[src/design/cta_defines.vh]
// Constants for the counter array timebase and interrupt block
`ifndef CTA_DEFINES_VH
`define CTA_DEFINES_VH

// Timebase select encodings
`define CTA_TB_DIV12 3'h0
`define CTA_TB_DIV4 3'h1
`define CTA_TB_TIMER0 3'h2
`define CTA_TB_EXT_INPUT 3'h3
`define CTA_TB_SYSCLK 3'h4
`define CTA_TB_EXT_OSC8 3'h5

// Prescaler terminal counts
`define CTA_DIV12_LAST 4'hb
`define CTA_DIV4_LAST 2'h3

// Counter layout and reset values
`define CTA_COUNT_WIDTH 16
`define CTA_COUNT_RESET 16'h0000
`define CTA_COUNT_MAX 16'hffff
`define CTA_BYTE_RESET 8'h00
`define CTA_INTER_BASE_BIT 7

// Event flag positions in the flag vector
`define CTA_FLAG_COUNT 5
`define CTA_FLAG_OVF 0
`define CTA_FLAG_INTER 1
`define CTA_FLAG_CH0 2

`endif

[src/design/cta_counter_array.v]
// Shared counter of the counter array with snapshot reads and interrupt tree
`timescale 1ns/100ps
`include "cta_defines.vh"
// Notes on behaviour
// - Sixteen-bit up-counter from two bytes
// - Low read snapshots high byte for later
// - Reads never disturb counting
// - Three-bit field picks counting source
// - External input counts falling edges, limited rate
// - Oscillator-over-eight ticks synchronised to clock
// - Rollover from all ones sets overflow
// - Overflow requests interrupt only when enabled
// - Overflow flag cleared only by software
// - Idle-stop clear: counts during idle
// - Intermediate flag on selected bit overflow
// - Cycle length picks bits seven to fourteen
// - One event flag per channel
// - Flags set regardless of enables
// - Each flag gated by own enable
// - Request needs global and array enables
// - Three channels, each with routed line
// - Reset enters watchdog mode, restricting access
module cta_counter_array (
  input wire clk,
  input wire reset,
  input wire counter_run,
  input wire [2:0] timebase_select,
  input wire timer0_overflow,
  input wire external_count_input,
  input wire ext_osc_div8,
  input wire cpu_idle,
  input wire idle_stop_control,
  input wire read_low_strobe,
  input wire read_high_strobe,
  input wire write_low_strobe,
  input wire write_high_strobe,
  input wire [7:0] write_data,
  input wire [2:0] cycle_length_field,
  input wire overflow_irq_enable,
  input wire intermediate_irq_enable,
  input wire [2:0] channel_irq_enable,
  input wire global_irq_enable,
  input wire array_irq_enable,
  input wire clear_overflow_flag,
  input wire clear_intermediate_flag,
  input wire [2:0] clear_channel_flag,
  input wire [2:0] channel_event,
  input wire watchdog_disable,
  input wire [2:0] channel_io_enable,
  input wire [2:0] channel_drive,
  input wire [2:0] channel_io_line_in,
  output reg [7:0] read_data,
  output reg [15:0] counter_value,
  output reg counter_overflow_flag,
  output reg intermediate_overflow_flag,
  output reg [2:0] channel_event_flag,
  output reg irq_request,
  output reg watchdog_mode,
  output reg [2:0] channel_io_line_out,
  output reg [2:0] channel_io_line_oe_n,
  output reg [2:0] channel_input
);
  wire tick;
  wire advance;
  wire count_write;
  wire rollover;
  wire inter_overflow;
  wire [4:0] flag_set;
  wire [4:0] flag_clear;
  wire [4:0] flag_q;
  wire [4:0] flag_enable;
  reg [7:0] snapshot;
  reg [15:0] low_mask;
  reg [15:0] next_count;

  // ==========================================================
  // Timebase
  cta_tick_gen u_tick (
    .clk(clk),
    .reset(reset),
    .timebase_select(timebase_select),
    .timer0_overflow(timer0_overflow),
    .external_count_input(external_count_input),
    .ext_osc_div8(ext_osc_div8),
    .tick(tick)
  );

  // Idle freeze only when asked; otherwise idle has no effect
  assign advance = tick & counter_run & ~(idle_stop_control & cpu_idle);

  // ==========================================================
  // Counter
  // A write overrides the tick, so no overflow can be flagged in that cycle
  assign count_write = (write_low_strobe | write_high_strobe) & ~watchdog_mode;
  assign rollover = advance & ~count_write & (counter_value == `CTA_COUNT_MAX);

  // Mask of bits below and including the selected carry-out position
  always @* begin
    low_mask = 16'h00ff;
    case (cycle_length_field)
      3'h0: low_mask = 16'h00ff;
      3'h1: low_mask = 16'h01ff;
      3'h2: low_mask = 16'h03ff;
      3'h3: low_mask = 16'h07ff;
      3'h4: low_mask = 16'h0fff;
      3'h5: low_mask = 16'h1fff;
      3'h6: low_mask = 16'h3fff;
      3'h7: low_mask = 16'h7fff;
      default: low_mask = 16'h00ff;
    endcase
  end

  assign inter_overflow = advance & ~count_write & ((counter_value & low_mask) == low_mask);

  // A low write beats a high write; only watchdog lockout blocks writes; a write beats a tick
  always @* begin
    next_count = counter_value;
    if (write_low_strobe & ~watchdog_mode) begin
      next_count = {counter_value[15:8], write_data};
    end else if (write_high_strobe & ~watchdog_mode) begin
      next_count = {write_data, counter_value[7:0]};
    end else if (advance) begin
      next_count = counter_value + 16'h0001;
    end
  end

  always @(posedge clk) begin
    if (reset) begin
      counter_value <= `CTA_COUNT_RESET;
    end else begin
      counter_value <= next_count;
    end
  end

  // ==========================================================
  // Byte reads
  always @(posedge clk) begin
    if (reset) begin
      snapshot <= `CTA_BYTE_RESET;
      read_data <= `CTA_BYTE_RESET;
    end else if (read_low_strobe) begin
      snapshot <= counter_value[15:8];
      read_data <= counter_value[7:0];
    end else if (read_high_strobe) begin
      read_data <= snapshot;
    end
  end

  // ==========================================================
  // Event flags
  assign flag_set = {channel_event, inter_overflow, rollover};
  assign flag_clear = {clear_channel_flag, clear_intermediate_flag, clear_overflow_flag};
  assign flag_enable = {channel_irq_enable, intermediate_irq_enable, overflow_irq_enable};

  genvar i;
  generate
    for (i = 0; i < `CTA_FLAG_COUNT; i = i + 1) begin : g_flag
      cta_event_flag u_flag (
        .clk(clk),
        .reset(reset),
        .set(flag_set[i]),
        .clear(flag_clear[i]),
        .flag(flag_q[i])
      );
    end
  endgenerate

  // Flags mirrored to flops so the outputs stay registered
  always @(posedge clk) begin
    if (reset) begin
      counter_overflow_flag <= 1'b0;
      intermediate_overflow_flag <= 1'b0;
      channel_event_flag <= 3'h0;
      irq_request <= 1'b0;
    end else begin
      counter_overflow_flag <= flag_q[`CTA_FLAG_OVF];
      intermediate_overflow_flag <= flag_q[`CTA_FLAG_INTER];
      channel_event_flag <= flag_q[4:2];
      irq_request <= global_irq_enable & array_irq_enable & (|(flag_q & flag_enable));
    end
  end

  // ==========================================================
  // Watchdog mode and channel lines
  always @(posedge clk) begin
    if (reset) begin
      watchdog_mode <= 1'b1;
    end else if (watchdog_disable) begin
      watchdog_mode <= 1'b0;
    end
  end

  always @(posedge clk) begin
    if (reset) begin
      channel_io_line_out <= 3'h0;
      channel_io_line_oe_n <= 3'h7;
      channel_input <= 3'h0;
    end else begin
      channel_io_line_out <= channel_drive;
      channel_io_line_oe_n <= ~channel_io_enable;
      channel_input <= channel_io_line_in;
    end
  end
endmodule // cta_counter_array

[src/design/cta_event_flag.v]
// Sticky event flag where a hardware set beats a software clear
`timescale 1ns/100ps
module cta_event_flag (
  input wire clk,
  input wire reset,
  input wire set,
  input wire clear,
  output reg flag
);
  always @(posedge clk) begin
    if (reset) begin
      flag <= 1'b0;
    end else if (set) begin
      flag <= 1'b1;
    end else if (clear) begin
      flag <= 1'b0;
    end
  end
endmodule // cta_event_flag

[src/design/cta_tick_gen.v]
// Timebase tick generator for the shared counter
`timescale 1ns/100ps
`include "cta_defines.vh"
module cta_tick_gen (
  input wire clk,
  input wire reset,
  input wire [2:0] timebase_select,
  input wire timer0_overflow,
  input wire external_count_input,
  input wire ext_osc_div8,
  output reg tick
);
  reg [3:0] div12;
  reg [1:0] div4;
  reg ext_input_prev;
  reg osc_sync1;
  reg osc_sync2;
  reg osc_prev;
  reg next_tick;

  // ==========================================================
  // Prescalers and edge detectors
  always @(posedge clk) begin
    if (reset) begin
      div12 <= 4'h0;
      div4 <= 2'h0;
      ext_input_prev <= 1'b1;
      osc_sync1 <= 1'b0;
      osc_sync2 <= 1'b0;
      osc_prev <= 1'b0;
    end else begin
      div12 <= (div12 == `CTA_DIV12_LAST) ? 4'h0 : div12 + 4'h1;
      div4 <= div4 + 2'h1;
      ext_input_prev <= external_count_input;
      // Oscillator divider runs in its own time; two flops before use
      osc_sync1 <= ext_osc_div8;
      osc_sync2 <= osc_sync1;
      osc_prev <= osc_sync2;
    end
  end

  // ==========================================================
  // Source selection
  always @* begin
    case (timebase_select)
      `CTA_TB_DIV12: next_tick = (div12 == `CTA_DIV12_LAST);
      `CTA_TB_DIV4: next_tick = (div4 == `CTA_DIV4_LAST);
      `CTA_TB_TIMER0: next_tick = timer0_overflow;
      `CTA_TB_EXT_INPUT: next_tick = ext_input_prev & ~external_count_input;
      `CTA_TB_SYSCLK: next_tick = 1'b1;
      `CTA_TB_EXT_OSC8: next_tick = osc_sync2 & ~osc_prev;
      default: next_tick = 1'b0; // Reserved codes never count
    endcase
  end

  always @(posedge clk) begin
    if (reset) begin
      tick <= 1'b0;
    end else begin
      tick <= next_tick;
    end
  end
endmodule // cta_tick_gen

[config.mk]
export PLATFORM = sky130hd
export DESIGN_NAME = cta_counter_array
export DESIGN_NICKNAME = d
export VERILOG_FILES = /design/src/design/cta_counter_array.v /design/src/design/cta_event_flag.v /design/src/design/cta_tick_gen.v
export VERILOG_INCLUDE_DIRS = /design/src /design/src/design
export SDC_FILE = /design/constraint.sdc
export NUM_CORES = 1
export LEC_CHECK = 0
export ABC_CLOCK_PERIOD_IN_PS = 2200
export BUFFER_PORTS_ARGS = -buffer_cell sky130_fd_sc_hd__buf_4
export CORE_MARGIN = 2
export CORE_UTILIZATION = 50
export CTS_CLUSTER_SIZE = 16
export DETAILED_ROUTE_END_ITERATION = 8
export PLACE_DENSITY = 0.79
export RECOVER_POWER = 50
export SYNTH_ARGS = -nofsm -noshare
export SYNTH_HDL_FRONTEND = slang
export SYNTH_SLANG_ARGS = --single-unit
[constraint.sdc]
create_clock -name clk -period 2.2 [get_ports clk]
set_input_delay 0.11 -clock clk [delete_from_list [all_inputs] [get_ports clk]]
set_output_delay 0.11 -clock clk [all_outputs]
set_load 0.02 [all_outputs]
==> summary.txt, run 1 <==
Synth
  • Synthesized area per cell: 8.853 um2
  • Largest family of logic cells by synthesized area: simple AND/OR/NAND/NOR gates
  • Simple-Gate Fraction of Synth Area: 22.61%
  • Unique cell type count in the Yosys netlist: 45
  • Post-synthesis xor/xnor area fraction: 2.595%
  • FFs w/ async S/R, synth: 0%
  • Mapped cell area: 2700 um2
  • Synth Area in Adders: 1.390%
  • Cell count after synthesis: 305
  • Yosys warnings: 0
  • Number of synthesized flops with an enable pin: 0
  • Synth Register Bits: 64
  • Synth Net Count: 359
  • Post-synthesis mux area share: 7.461%
  • Post-synthesis compound-gate area fraction: 14.69%
  • Ys flop type: dfxtp_1
  • Post-synthesis sequential area ratio: 47.45%

Routing
  • Avg WL per Cell: 13.85 um
  • Routed WL: 6732 um
  • Vias/cell: 5.249
  • 1st-pass router iterations: 4
  • DRT antenna net count: 0
  • Drt initial violations: 155
  • Via count: 2551
  • Drt drc: 0

Layout
  • Most common cell after layout, fill and taps aside: buf_4
  • Fillers: 427
  • Synth-to-layout area growth: 37.58%
  • Core Util, Final: 71.82%
  • Diodes inserted: 0
  • Most frequent cells in the layout: buf_4, dfxtp_1, nor2_1, a21oi_1, nand2_1
  • Nets@finish: 465
  • Ratio of cells with drive above 1 in the final layout: 25.00%
  • Final instance area: 3715 um2

Clocking
  • Total CTS buffers: 9
  • Cts hold-fix bufs: 15
  • CTS H-tree depth: 3
  • CTS sink cnt: 64
  • Clk Latency, worst-skew pair: 0.34 ns
  • Root Buffer Master: clkbuf_8
  • Clock buffer depth: 2
  • Post-CTS setup buffers: 0
  • TritonCTS clock tree: built
  • Post-CTS sizing: 0
  • CTS clk-pin slew, worst paths: 0.06 ns

Floorplanning
  • Die height: 77.49 um
  • Initial Util: 52.20%
  • Die ar.: 6004 um2
  • Die width: 77.49 um
  • Num ports: 91
  • Core footprint: 5172 um2
  • Rows: 26

GRT
  • Vias in the first global route: 2404
  • Routing usage on met2: 36.87%
  • Top Usage Layer GRT: met2
  • First-pass GRT wire length: 11200 um
  • Gr usage total: 23.56%
  • Initial antenna violation count: 0
  • Global route total overflow: 0
  • Met1 usage: 30.43%
  • Met3 global-route usage: 5.698%
  • Pin count of the biggest net entering global routing: 31

Power
  • Power, Total: 2.552 mW
  • Leakage: 1.622 nW
  • Power density cells: 687.1 nW/um2
  • Worst VDD drop: 0.0004532 V

Placement
  • GP Congestion: 0.9619
  • Post-DP Area: 3436 um2
  • Post-DP HPWL: 4690 um
  • Pre-CTS WS: 0.3729 ns
  • PortBufs: 90

Setup path
  • WP data required: 2.42 ns
  • Arr. time, crit path: 2.09 ns
  • Slowest cell on the critical path: nor2b_1
  • Worst-path fanout max: 8
  • Setup CP Type: reg -> reg
  • Nature of the critical path endpoint: flop
  • Largest stage delay, worst path: 0.50 ns
  • CP Cell Sequence: nor2b_1, o21ai_0, and3_1, a211o_1
  • Worst Setup Start Kind: flop

Timing
  • RSZ-0062 raised after global routing: false
  • Setup violators final: 0
  • Hold Vio Cnt, Final: 0
  • Skew final: 0.005486 ns
  • Min Tclk post-route: 1.864 ns
  • Tightest Pin Transition: 0.9198 ns
  • Fmax: 536.6 MHz
  • Max Slew Vio Count: 0
  • Final setup TNS: 0 ns
  • Final worst slack: 0.3364 ns
  • Final cycle utilization of the critical path: 84.71%
  • Worst slew margin: 38.68%

Outcome
  • Status: complete, no violations

Flow run
  • Max_cap viols: 0

Hold path
  • HP Class: in -> reg
==> worst max-delay path: cells and delay by family (launching register included) <==
family / cells / cell delay, ns
AOI/OAI and AO/OA: 2 / 0.64
and+or+nand+nor: 2 / 0.78
DFF: 1 / 0.34
==> cell usage after synthesis (all sizes together), types with 3 or more instances <==
cell	number	share of area, %
nor2	46	6.4
xnor2	3	0.97
ha	3	1.4
nor3	5	1.1
buf	4	0.88
nand2b	3	0.70
o21ai	17	3.2
a21oi	23	4.3
inv	10	1.4
a211oi	3	0.83
clkbuf	11	1.5
o31ai	3	0.83
o211ai	4	1.1
nand2	20	2.8
nand3	11	2.4
nor2b	16	3.7
nor3b	3	1.3
dfxtp	64	47
mux2i	19	7.0
xor2	5	1.6
nand4	6	1.6
a22oi	4	1.1
==> per-layer routing <==
| layer | part of all wire [%] | vias up |
|---|---|---|
| li1 | - | 1275 |
| met1 | 45 | 1169 |
| met2 | 47 | 90 |
| met3 | 5.3 | 17 |
| met4 | 2.4 | 0 |
| met5 | 0 | - |
==> state kept, by name, indices dropped and copies added, names as in the netlist, 3 cells and up <==
signal,cells
channel_input,3
g_flag.u_flag.flag,5
counter_value,16
channel_event_flag,3
u_tick.div12,4
channel_io_line_out,3
snapshot,8
channel_io_line_oe_n,3
read_data,8
==> cell families (layout without fill, tap and decap cells) <==
logic type | after synthesis | count (layout)
muxes | 20 | 20
AOI/OAI and AO/OA | 65 | 65
adders and majority gates | 3 | 3
xor gates and xnor gates | 8 | 8
and+or+nand+nor | 120 | 120
buffers and inverters | 25 | 136
DFF | 64 | 64
==> report_power, final <==
group          leakage, nW  switching, mW  total, mW  internal [mW]
Combinational         1.00          0.174      0.350          0.176
Clock               0.0941          0.424      0.943          0.519
Sequential           0.525         0.0469       1.26           1.21
==> path summary, 6_finish.rpt <==
kind / start / end / slack (ns) / cells past startpoint
setup / recovery: watchdog_mode / counter_value[15] / 0.34 / 4
hold reg to reg: u_tick.osc_sync1 / u_tick.osc_sync2 / 0.44 / 1
setup reg to reg: watchdog_mode / counter_value[15] / 0.34 / 4
hold / removal: channel_drive[2] / channel_io_line_out[2] / 0.02 / 2
==> cell type report <==
cell class / instances / area (um2) / share of cell area [%]
Clock buffer: 12 / 135.1 / 3.638
Clock inverter: 4 / 45.04 / 1.213
Inverter: 10 / 37.54 / 1.010
Multi-Input combinational cell: 216 / 1316 / 35.43
Sequential cell: 64 / 1281 / 34.49
Tap cell: 70 / 87.58 / 2.358
Timing Repair Buffer: 110 / 812.0 / 21.86
==> per-stage QoR <==
| stage | hold WS, ns | cells |
|---|---|---|
| 6_report | 0.01646 | 486 |
| 3_3_place_gp | 0.2718 | 455 |
| 5_1_grt | 0.02523 | 486 |
| 3_5_place_dp | 0.2772 | 455 |
| 4_1_cts | 0.003843 | 486 |
| 2_1_floorplan | 0.1719 | 305 |
Note: power is estimated with default switching activity, not from simulation.
==> run 2, diff against run 1 <==
- ABC_CLOCK_PERIOD_IN_PS: 2200 -> 1900
- clock period: 2.2 -> 1.9 ns (I/O delays scaled with it)
==> summary.txt, run 2 (synthesized netlist as in run 1, its figures left out) <==
Layout
  • Fillers: 416 (-2.6%)
  • Ratio of cells with drive above 1 in the final layout: 26.07% (+1.1 points)
  • Largest regs: counter_value (16), read_data (8), snapshot (8)
  • Diodes inserted: 0 (unchanged)
  • Most common cell after layout, fill and taps aside: buf_4
  • Largest reg by FF count: counter_value
  • Finished Layout Cells: 492 (+1.2%)
  • Synth-to-layout area growth: 39.90%
  • Most frequent cells in the layout: buf_4, dfxtp_1, nor2_1, a21oi_1, nand2_1
  • Nets@finish: 472 (+1.5%)
  • Max reg flops: 16 (unchanged)

Timing
  • Hold Vio Cnt, Final: 0 (unchanged)
  • Skew final: 0.007809 ns (+0.002323 ns)
  • Setup violators final: 0 (unchanged)
  • Worst slew margin: 47.55% (+8.9 points)
  • Tightest Pin Transition: 0.7868 ns (-0.1330 ns)
  • RSZ-0062 raised after global routing: false
  • Fmax: 573.0 MHz (+6.8%)
  • Max Slew Vio Count: 0 (unchanged)
  • Min Tclk post-route: 1.745 ns (-0.1183 ns)
  • Final setup TNS: 0 ns (unchanged)
  • Final cycle utilization of the critical path: 91.86% (+7.2 points)

Setup path
  • Reg2Reg Launch Point: counter_value[3]
  • CP Cell Sequence: nand3_2, nor3_2, nand3_2, or4_1, a31oi_1
  • R2r worst-path depth: 5 (+1)
  • Largest stage delay, worst path: 0.45 ns (-0.05 ns)
  • CP most frequent cell: nand3_2
  • Arr. time, crit path: 1.99 ns (-0.10 ns)
  • Slowest cell on the critical path: dfxtp_1
  • WP data required: 2.15 ns (-0.27 ns)
  • Worst-path fanout max: 6 (-2)
  • Worst Setup Start Kind: flop
  • Setup CP Type: reg -> reg
  • CP Launch Point: counter_value[3]
  • Nature of the critical path endpoint: flop

Placement
  • GP Congestion: 0.9491 (-1.3%)
  • Post-DP HPWL: 4838 um (+3.2%)
  • Cell count after placement: 456 (+0.22%)
  • PortBufs: 90 (unchanged)

Clocking
  • CTS clk-pin slew, worst paths: 0.06 ns (about the same)
  • Root Buffer Master: clkbuf_8
  • Clk Latency, worst-skew pair: 0.33 ns (about the same)
  • CTS sink cnt: 64 (unchanged)
  • Total CTS buffers: 9 (unchanged)
  • TritonCTS clock tree: built
  • CTS H-tree depth: 3 (unchanged)
  • Clock buffer depth: 2 (unchanged)

Power
  • Worst VDD drop: 0.0004337 V (-4.3%)
  • Net Sw Power: 0.7570 mW (+17%)
  • Power density cells: 793.7 nW/um2 (+16%)
  • Combinational Power Share: 13.9% (+0.2 points)
  • Reg power frac: 48.7% (-0.7 points)
  • Cell Int Power: 2.241 mW (+17%)
  • Leakage: 1.657 nW (+2.1%)
  • Switching fraction of total power: 25.25% (about the same)
  • Clock network power share: 37.4% (+0.5 points)

Flow run
  • Max_cap viols: 0 (unchanged)

Hold path
  • HP Class: in -> reg
  • Hold-critical path depth: 3 (+1)
  • Hold wc startpoint: clear_intermediate_flag

GRT
  • Initial antenna violation count: 0 (unchanged)
  • First-pass GRT wire length: 11630 um (+3.8%)
  • Gr usage total: 24.57% (+1.0 points)
  • Vias in the first global route: 2450 (+1.9%)
  • Global route total overflow: 0 (unchanged)
  • Pin count of the biggest net entering global routing: 39 (+26%)

Routing
  • Avg WL per Cell: 14.42 um (+4.1%)
  • Drt initial violations: 138 (-11%)
  • DRT antenna net count: 0 (unchanged)
  • Drt drc: 0 (unchanged)
  • Routed WL: 7096 um (+5.4%)
  • Vias/cell: 5.339 (+1.7%)
  • Via count: 2627 (+3.0%)
  • 1st-pass router iterations: 4 (unchanged)

Floorplanning
  • Rows: 26 (unchanged)
  • Die width: 77.49 um (unchanged)
  • Initial Util: 52.20% (unchanged)
  • Die height: 77.49 um (unchanged)
  • Die ar.: 6004 um2 (unchanged)
  • Num ports: 91 (unchanged)
  • Core footprint: 5172 um2 (unchanged)

Outcome
  • Status: complete, no violations
==> run 2: cell types whose count changed in the layout (fill, tap and decap cells not counted), sizes merged <==
cell	previous run	this run
clkbuf	26	30
dlygate4sd3	15	17
==> run 2: layout make-up <==
type / count / area [um2] / share of cell area [%]
Clock buffer: 11 / 141.4 / 3.743
Clock inverter: 4 / 45.04 / 1.192
Inverter: 10 / 37.54 / 0.9937
Multi-Input combinational cell: 216 / 1319 / 34.91
Sequential cell: 64 / 1281 / 33.92
Tap cell: 70 / 87.58 / 2.319
Timing Repair Buffer: 117 / 865.8 / 22.92
==> run 2: critical path: cells and delay by family (launching register included) <==
family,cells,cell delay (ns)
compound gates,1,0.16
simple gates,4,1.05
flops,1,0.45
==> run 2: timing repair <==
action / 4_1_cts / 5_1_grt
setup buffers: 0 / 4
gates resized for setup: 0 / 1
hold endpoints to repair: 15 / 1
hold buffers: 16 / 1
endpoints found under the setup margin: 0 / 1
==> run 2: worst paths after layout <==
path | to | slack, ns
worst max-delay path | counter_value[13] | 0.15
worst min-delay path | g_flag[1].u_flag.flag | 0.02
worst max register to register | counter_value[13] | 0.15
worst min register to register | u_tick.div4[0] | 0.42
==> run 2: metrics by stage <==
step / utilization [%] / cell area, um2 / setup WS (ns) / power, mW / hold WS [ns]
6_report: 73.03 / 3777 / 0.1547 / 2.998 / 0.01806
3_3_place_gp: 66.57 / 3443 / 0.2093 / 1.870 / 0.2572
3_5_place_dp: 66.57 / 3443 / 0.1646 / 1.880 / 0.2636
2_1_floorplan: - / 2700 / 0.1899 / 1.683 / 0.1569
5_1_grt: 73.03 / 3777 / 0.01889 / 3.124 / 0.03556
4_1_cts: 73.27 / 3790 / 0.1266 / 3.023 / 0.00006559
==> run 2: power by group through the flow <==
stage               Clock [mW]  Combinational, mW  Sequential, mW
CTS                       1.15              0.419            1.46
finish                    1.12              0.416            1.46
global placement             0              0.385            1.48
floorplan                    0              0.156            1.53
global route              1.20              0.452            1.47
detailed placement           0              0.391            1.49
==> run 2: per-layer routing <==
| metal | vias to the layer above | global-route usage (%) | part of all wire (%) |
|---|---|---|---|
| li1 | 1294 | - | - |
| met1 | 1214 | 31.52 | 45 |
| met2 | 103 | 40.26 | 47 |
| met3 | 16 | 4.419 | 5.6 |
| met4 | 0 | 11.25 | 2.5 |
| met5 | - | 0 | 0 |
==> run 3, diff against run 2 <==
==> constraint.sdc (replaced) <==
create_clock -name clk -period 1.9 [get_ports clk]
set_input_delay 0.19 -clock clk [delete_from_list [all_inputs] [get_ports clk]]
set_output_delay 0.19 -clock clk [all_outputs]
set_load 0.02 [all_outputs]
==> summary.txt, run 3 (synthesized netlist as in run 1, its figures left out) <==
Setup path
  • Worst Setup Start Kind: flop
  • Largest stage delay, worst path: 0.45 ns (about the same)
  • Slowest cell on the critical path: dfxtp_1
  • CP Cell Sequence: ha_1, nand4_1, nor2_2, nand4_2, or3_1, nand3_1
  • Arr. time, crit path: 2.03 ns (+0.04 ns)
  • Delay-heaviest family, CP: simple AND/OR/NAND/NOR gates
  • Setup CP Type: reg -> reg
  • Buffers and inverters on the worst path: 0 (unchanged)
  • R2r worst-path depth: 6 (+1)
  • Reg2Reg Launch Point: counter_value[0]
  • WP data required: 2.18 ns (+0.03 ns)
  • Nature of the critical path endpoint: flop
  • Worst-path fanout max: 6 (unchanged)
  • R2R Path End: counter_value[14]
  • Worst reg-to-reg setup slack: 0.15 ns (about the same)

Floorplanning
  • Die height: 77.49 um (unchanged)
  • Rows: 26 (unchanged)
  • Core footprint: 5172 um2 (unchanged)
  • Die ar.: 6004 um2 (unchanged)
  • Initial Util: 52.20% (unchanged)
  • Die width: 77.49 um (unchanged)
  • Num ports: 91 (unchanged)

Timing
  • Final cycle utilization of the critical path: 92.06% (+0.20 points)
  • Hold Vio Cnt, Final: 0 (unchanged)
  • Max Slew Vio Count: 0 (unchanged)
  • RSZ-0062 raised after global routing: false
  • Fmax: 571.7 MHz (-0.22%)
  • Final setup TNS: 0 ns (unchanged)
  • Skew final: 0.007729 ns (-0.00007974 ns)
  • Final worst slack: 0.1509 ns (-0.003763 ns)
  • Setup violators final: 0 (unchanged)
  • Tightest Pin Transition: 1.013 ns (+0.2267 ns)
  • Min Tclk post-route: 1.749 ns (+0.003763 ns)
  • Worst slew margin: 32.43% (-15 points)

Clocking
  • Clk Latency, worst-skew pair: 0.34 ns (about the same)
  • Clock buffer depth: 2 (unchanged)
  • CTS clk-pin slew, worst paths: 0.07 ns (about the same)
  • TritonCTS clock tree: built
  • CTS H-tree depth: 3 (unchanged)
  • CTS sink cnt: 64 (unchanged)
  • Total CTS buffers: 9 (unchanged)
  • Root Buffer Master: clkbuf_8

Layout
  • Final instance area: 3645 um2 (-3.5%)
  • Most common cell after layout, fill and taps aside: buf_4
  • Largest reg by FF count: counter_value
  • Reg area: 1281 um2 (unchanged)
  • Ratio of cells with drive above 1 in the final layout: 26.60% (+0.53 points)
  • Max reg flops: 16 (unchanged)
  • Fillers: 440 (+5.8%)
  • Diodes inserted: 0 (unchanged)
  • Multi-input logic area: 1319 um2 (unchanged)
  • Most frequent cells in the layout: buf_4, dfxtp_1, nor2_1, a21oi_1, nand2_1
  • Synth-to-layout area growth: 34.99%
  • Largest regs: counter_value (16), read_data (8), snapshot (8)
  • Nets@finish: 455 (-3.6%)

Routing
  • Drt drc: 0 (unchanged)
  • Drt initial violations: 152 (+10%)
  • 1st-pass router iterations: 4 (unchanged)
  • Avg WL per Cell: 13.57 um (-5.9%)
  • Via count: 2477 (-5.7%)
  • Vias/cell: 5.204 (-2.5%)
  • DRT antenna net count: 0 (unchanged)
  • Routed WL: 6460 um (-9.0%)

Placement
  • Pre-CTS WS: 0.1222 ns (-0.04235 ns)
  • GP Congestion: 0.9554 (+0.66%)
  • Post-DP Area: 3451 um2 (+0.22%)
  • PortBufs: 90 (unchanged)
  • Post-DP HPWL: 4711 um (-2.6%)

Hold path
  • Hold Crit Endpoint: watchdog_mode
  • Hold wc startpoint: watchdog_disable
  • Hold-critical path depth: 2 (-1)
  • HP Class: in -> reg

Power
  • Leakage: 1.582 nW (-4.5%)
  • Power density cells: 857.4 nW/um2 (+8.0%)
  • Power, Total: 3.125 mW (+4.2%)
  • Worst VDD drop: 0.0005227 V (+21%)

GRT
  • First-pass GRT wire length: 10820 um (-6.9%)
  • Pin count of the biggest net entering global routing: 29 (-26%)
  • Gr usage total: 22.85% (-1.7 points)
  • Initial antenna violation count: 0 (unchanged)
  • Vias in the first global route: 2304 (-6.0%)
  • Global route total overflow: 0 (unchanged)

Outcome
  • Status: complete, no violations

Flow run
  • Max_cap viols: 0 (unchanged)
==> run 3: area by class of cell <==
type / count / share of cell area (%)
Clock inverter: 7 / 2.643
Tap cell: 70 / 2.403
Sequential cell: 64 / 35.15
Clock buffer: 9 / 3.399
Inverter: 10 / 1.030
Timing Repair Buffer: 100 / 19.19
Multi-Input combinational cell: 216 / 36.18
==> run 3: worst max-delay path by stage <==
stage | start | to | slack [ns] | depth (start not counted)
after floorplan | counter_value[0] | counter_value[14] | 0.19 | 6
after global placement | counter_value[0] | counter_value[14] | 0.21 | 6
after detailed placement | counter_value[0] | counter_value[14] | 0.12 | 6
after CTS | counter_value[0] | counter_value[14] | 0.08 | 6
after global routing | counter_value[2] | counter_value[13] | 0.02 | 5
final | counter_value[0] | counter_value[14] | 0.15 | 6
==> run 3: power by group <==
part | internal, mW | leakage, nW | switching, mW | total (mW)
logic | 0.187 | 0.956 | 0.197 | 0.384
registers | 1.40 | 0.525 | 0.0545 | 1.46
clock network | 0.737 | 0.101 | 0.546 | 1.28
==> run 3: through the flow <==
| stage | instances | hold WS, ns | util [%] |
|---|---|---|---|
| finish | 476 | 0.02779 | 70.46 |
| global route | 476 | 0.03167 | 70.46 |
| CTS | 476 | 0.01921 | 71.55 |
| floorplan | 305 | 0.2519 | - |
| global placement | 457 | 0.3510 | 66.72 |
| detailed placement | 457 | 0.3551 | 66.72 |
==> run 3: per-layer routing <==
layer	vias to the layer above	GRT usage [%]	share of wire, %	wire length (um)
met5	-	0	0	0
li1	1255	-	-	-
met2	81	35.83	46	2949
met4	0	11.07	1.7	108
met3	8	4.651	5.7	368
met1	1133	30.10	47	3034
==> run 3: what timing repair did <==
| item | 4_1_cts | 5_1_grt |
|---|---|---|
| setup endpoints to repair | 0 | 2 |
| buffers inserted | 0 | 0 |
| resized for setup | 0 | 1 |
| hold buffers | 3 | 0 |
| endpoints found under the hold margin | 3 | 0 |
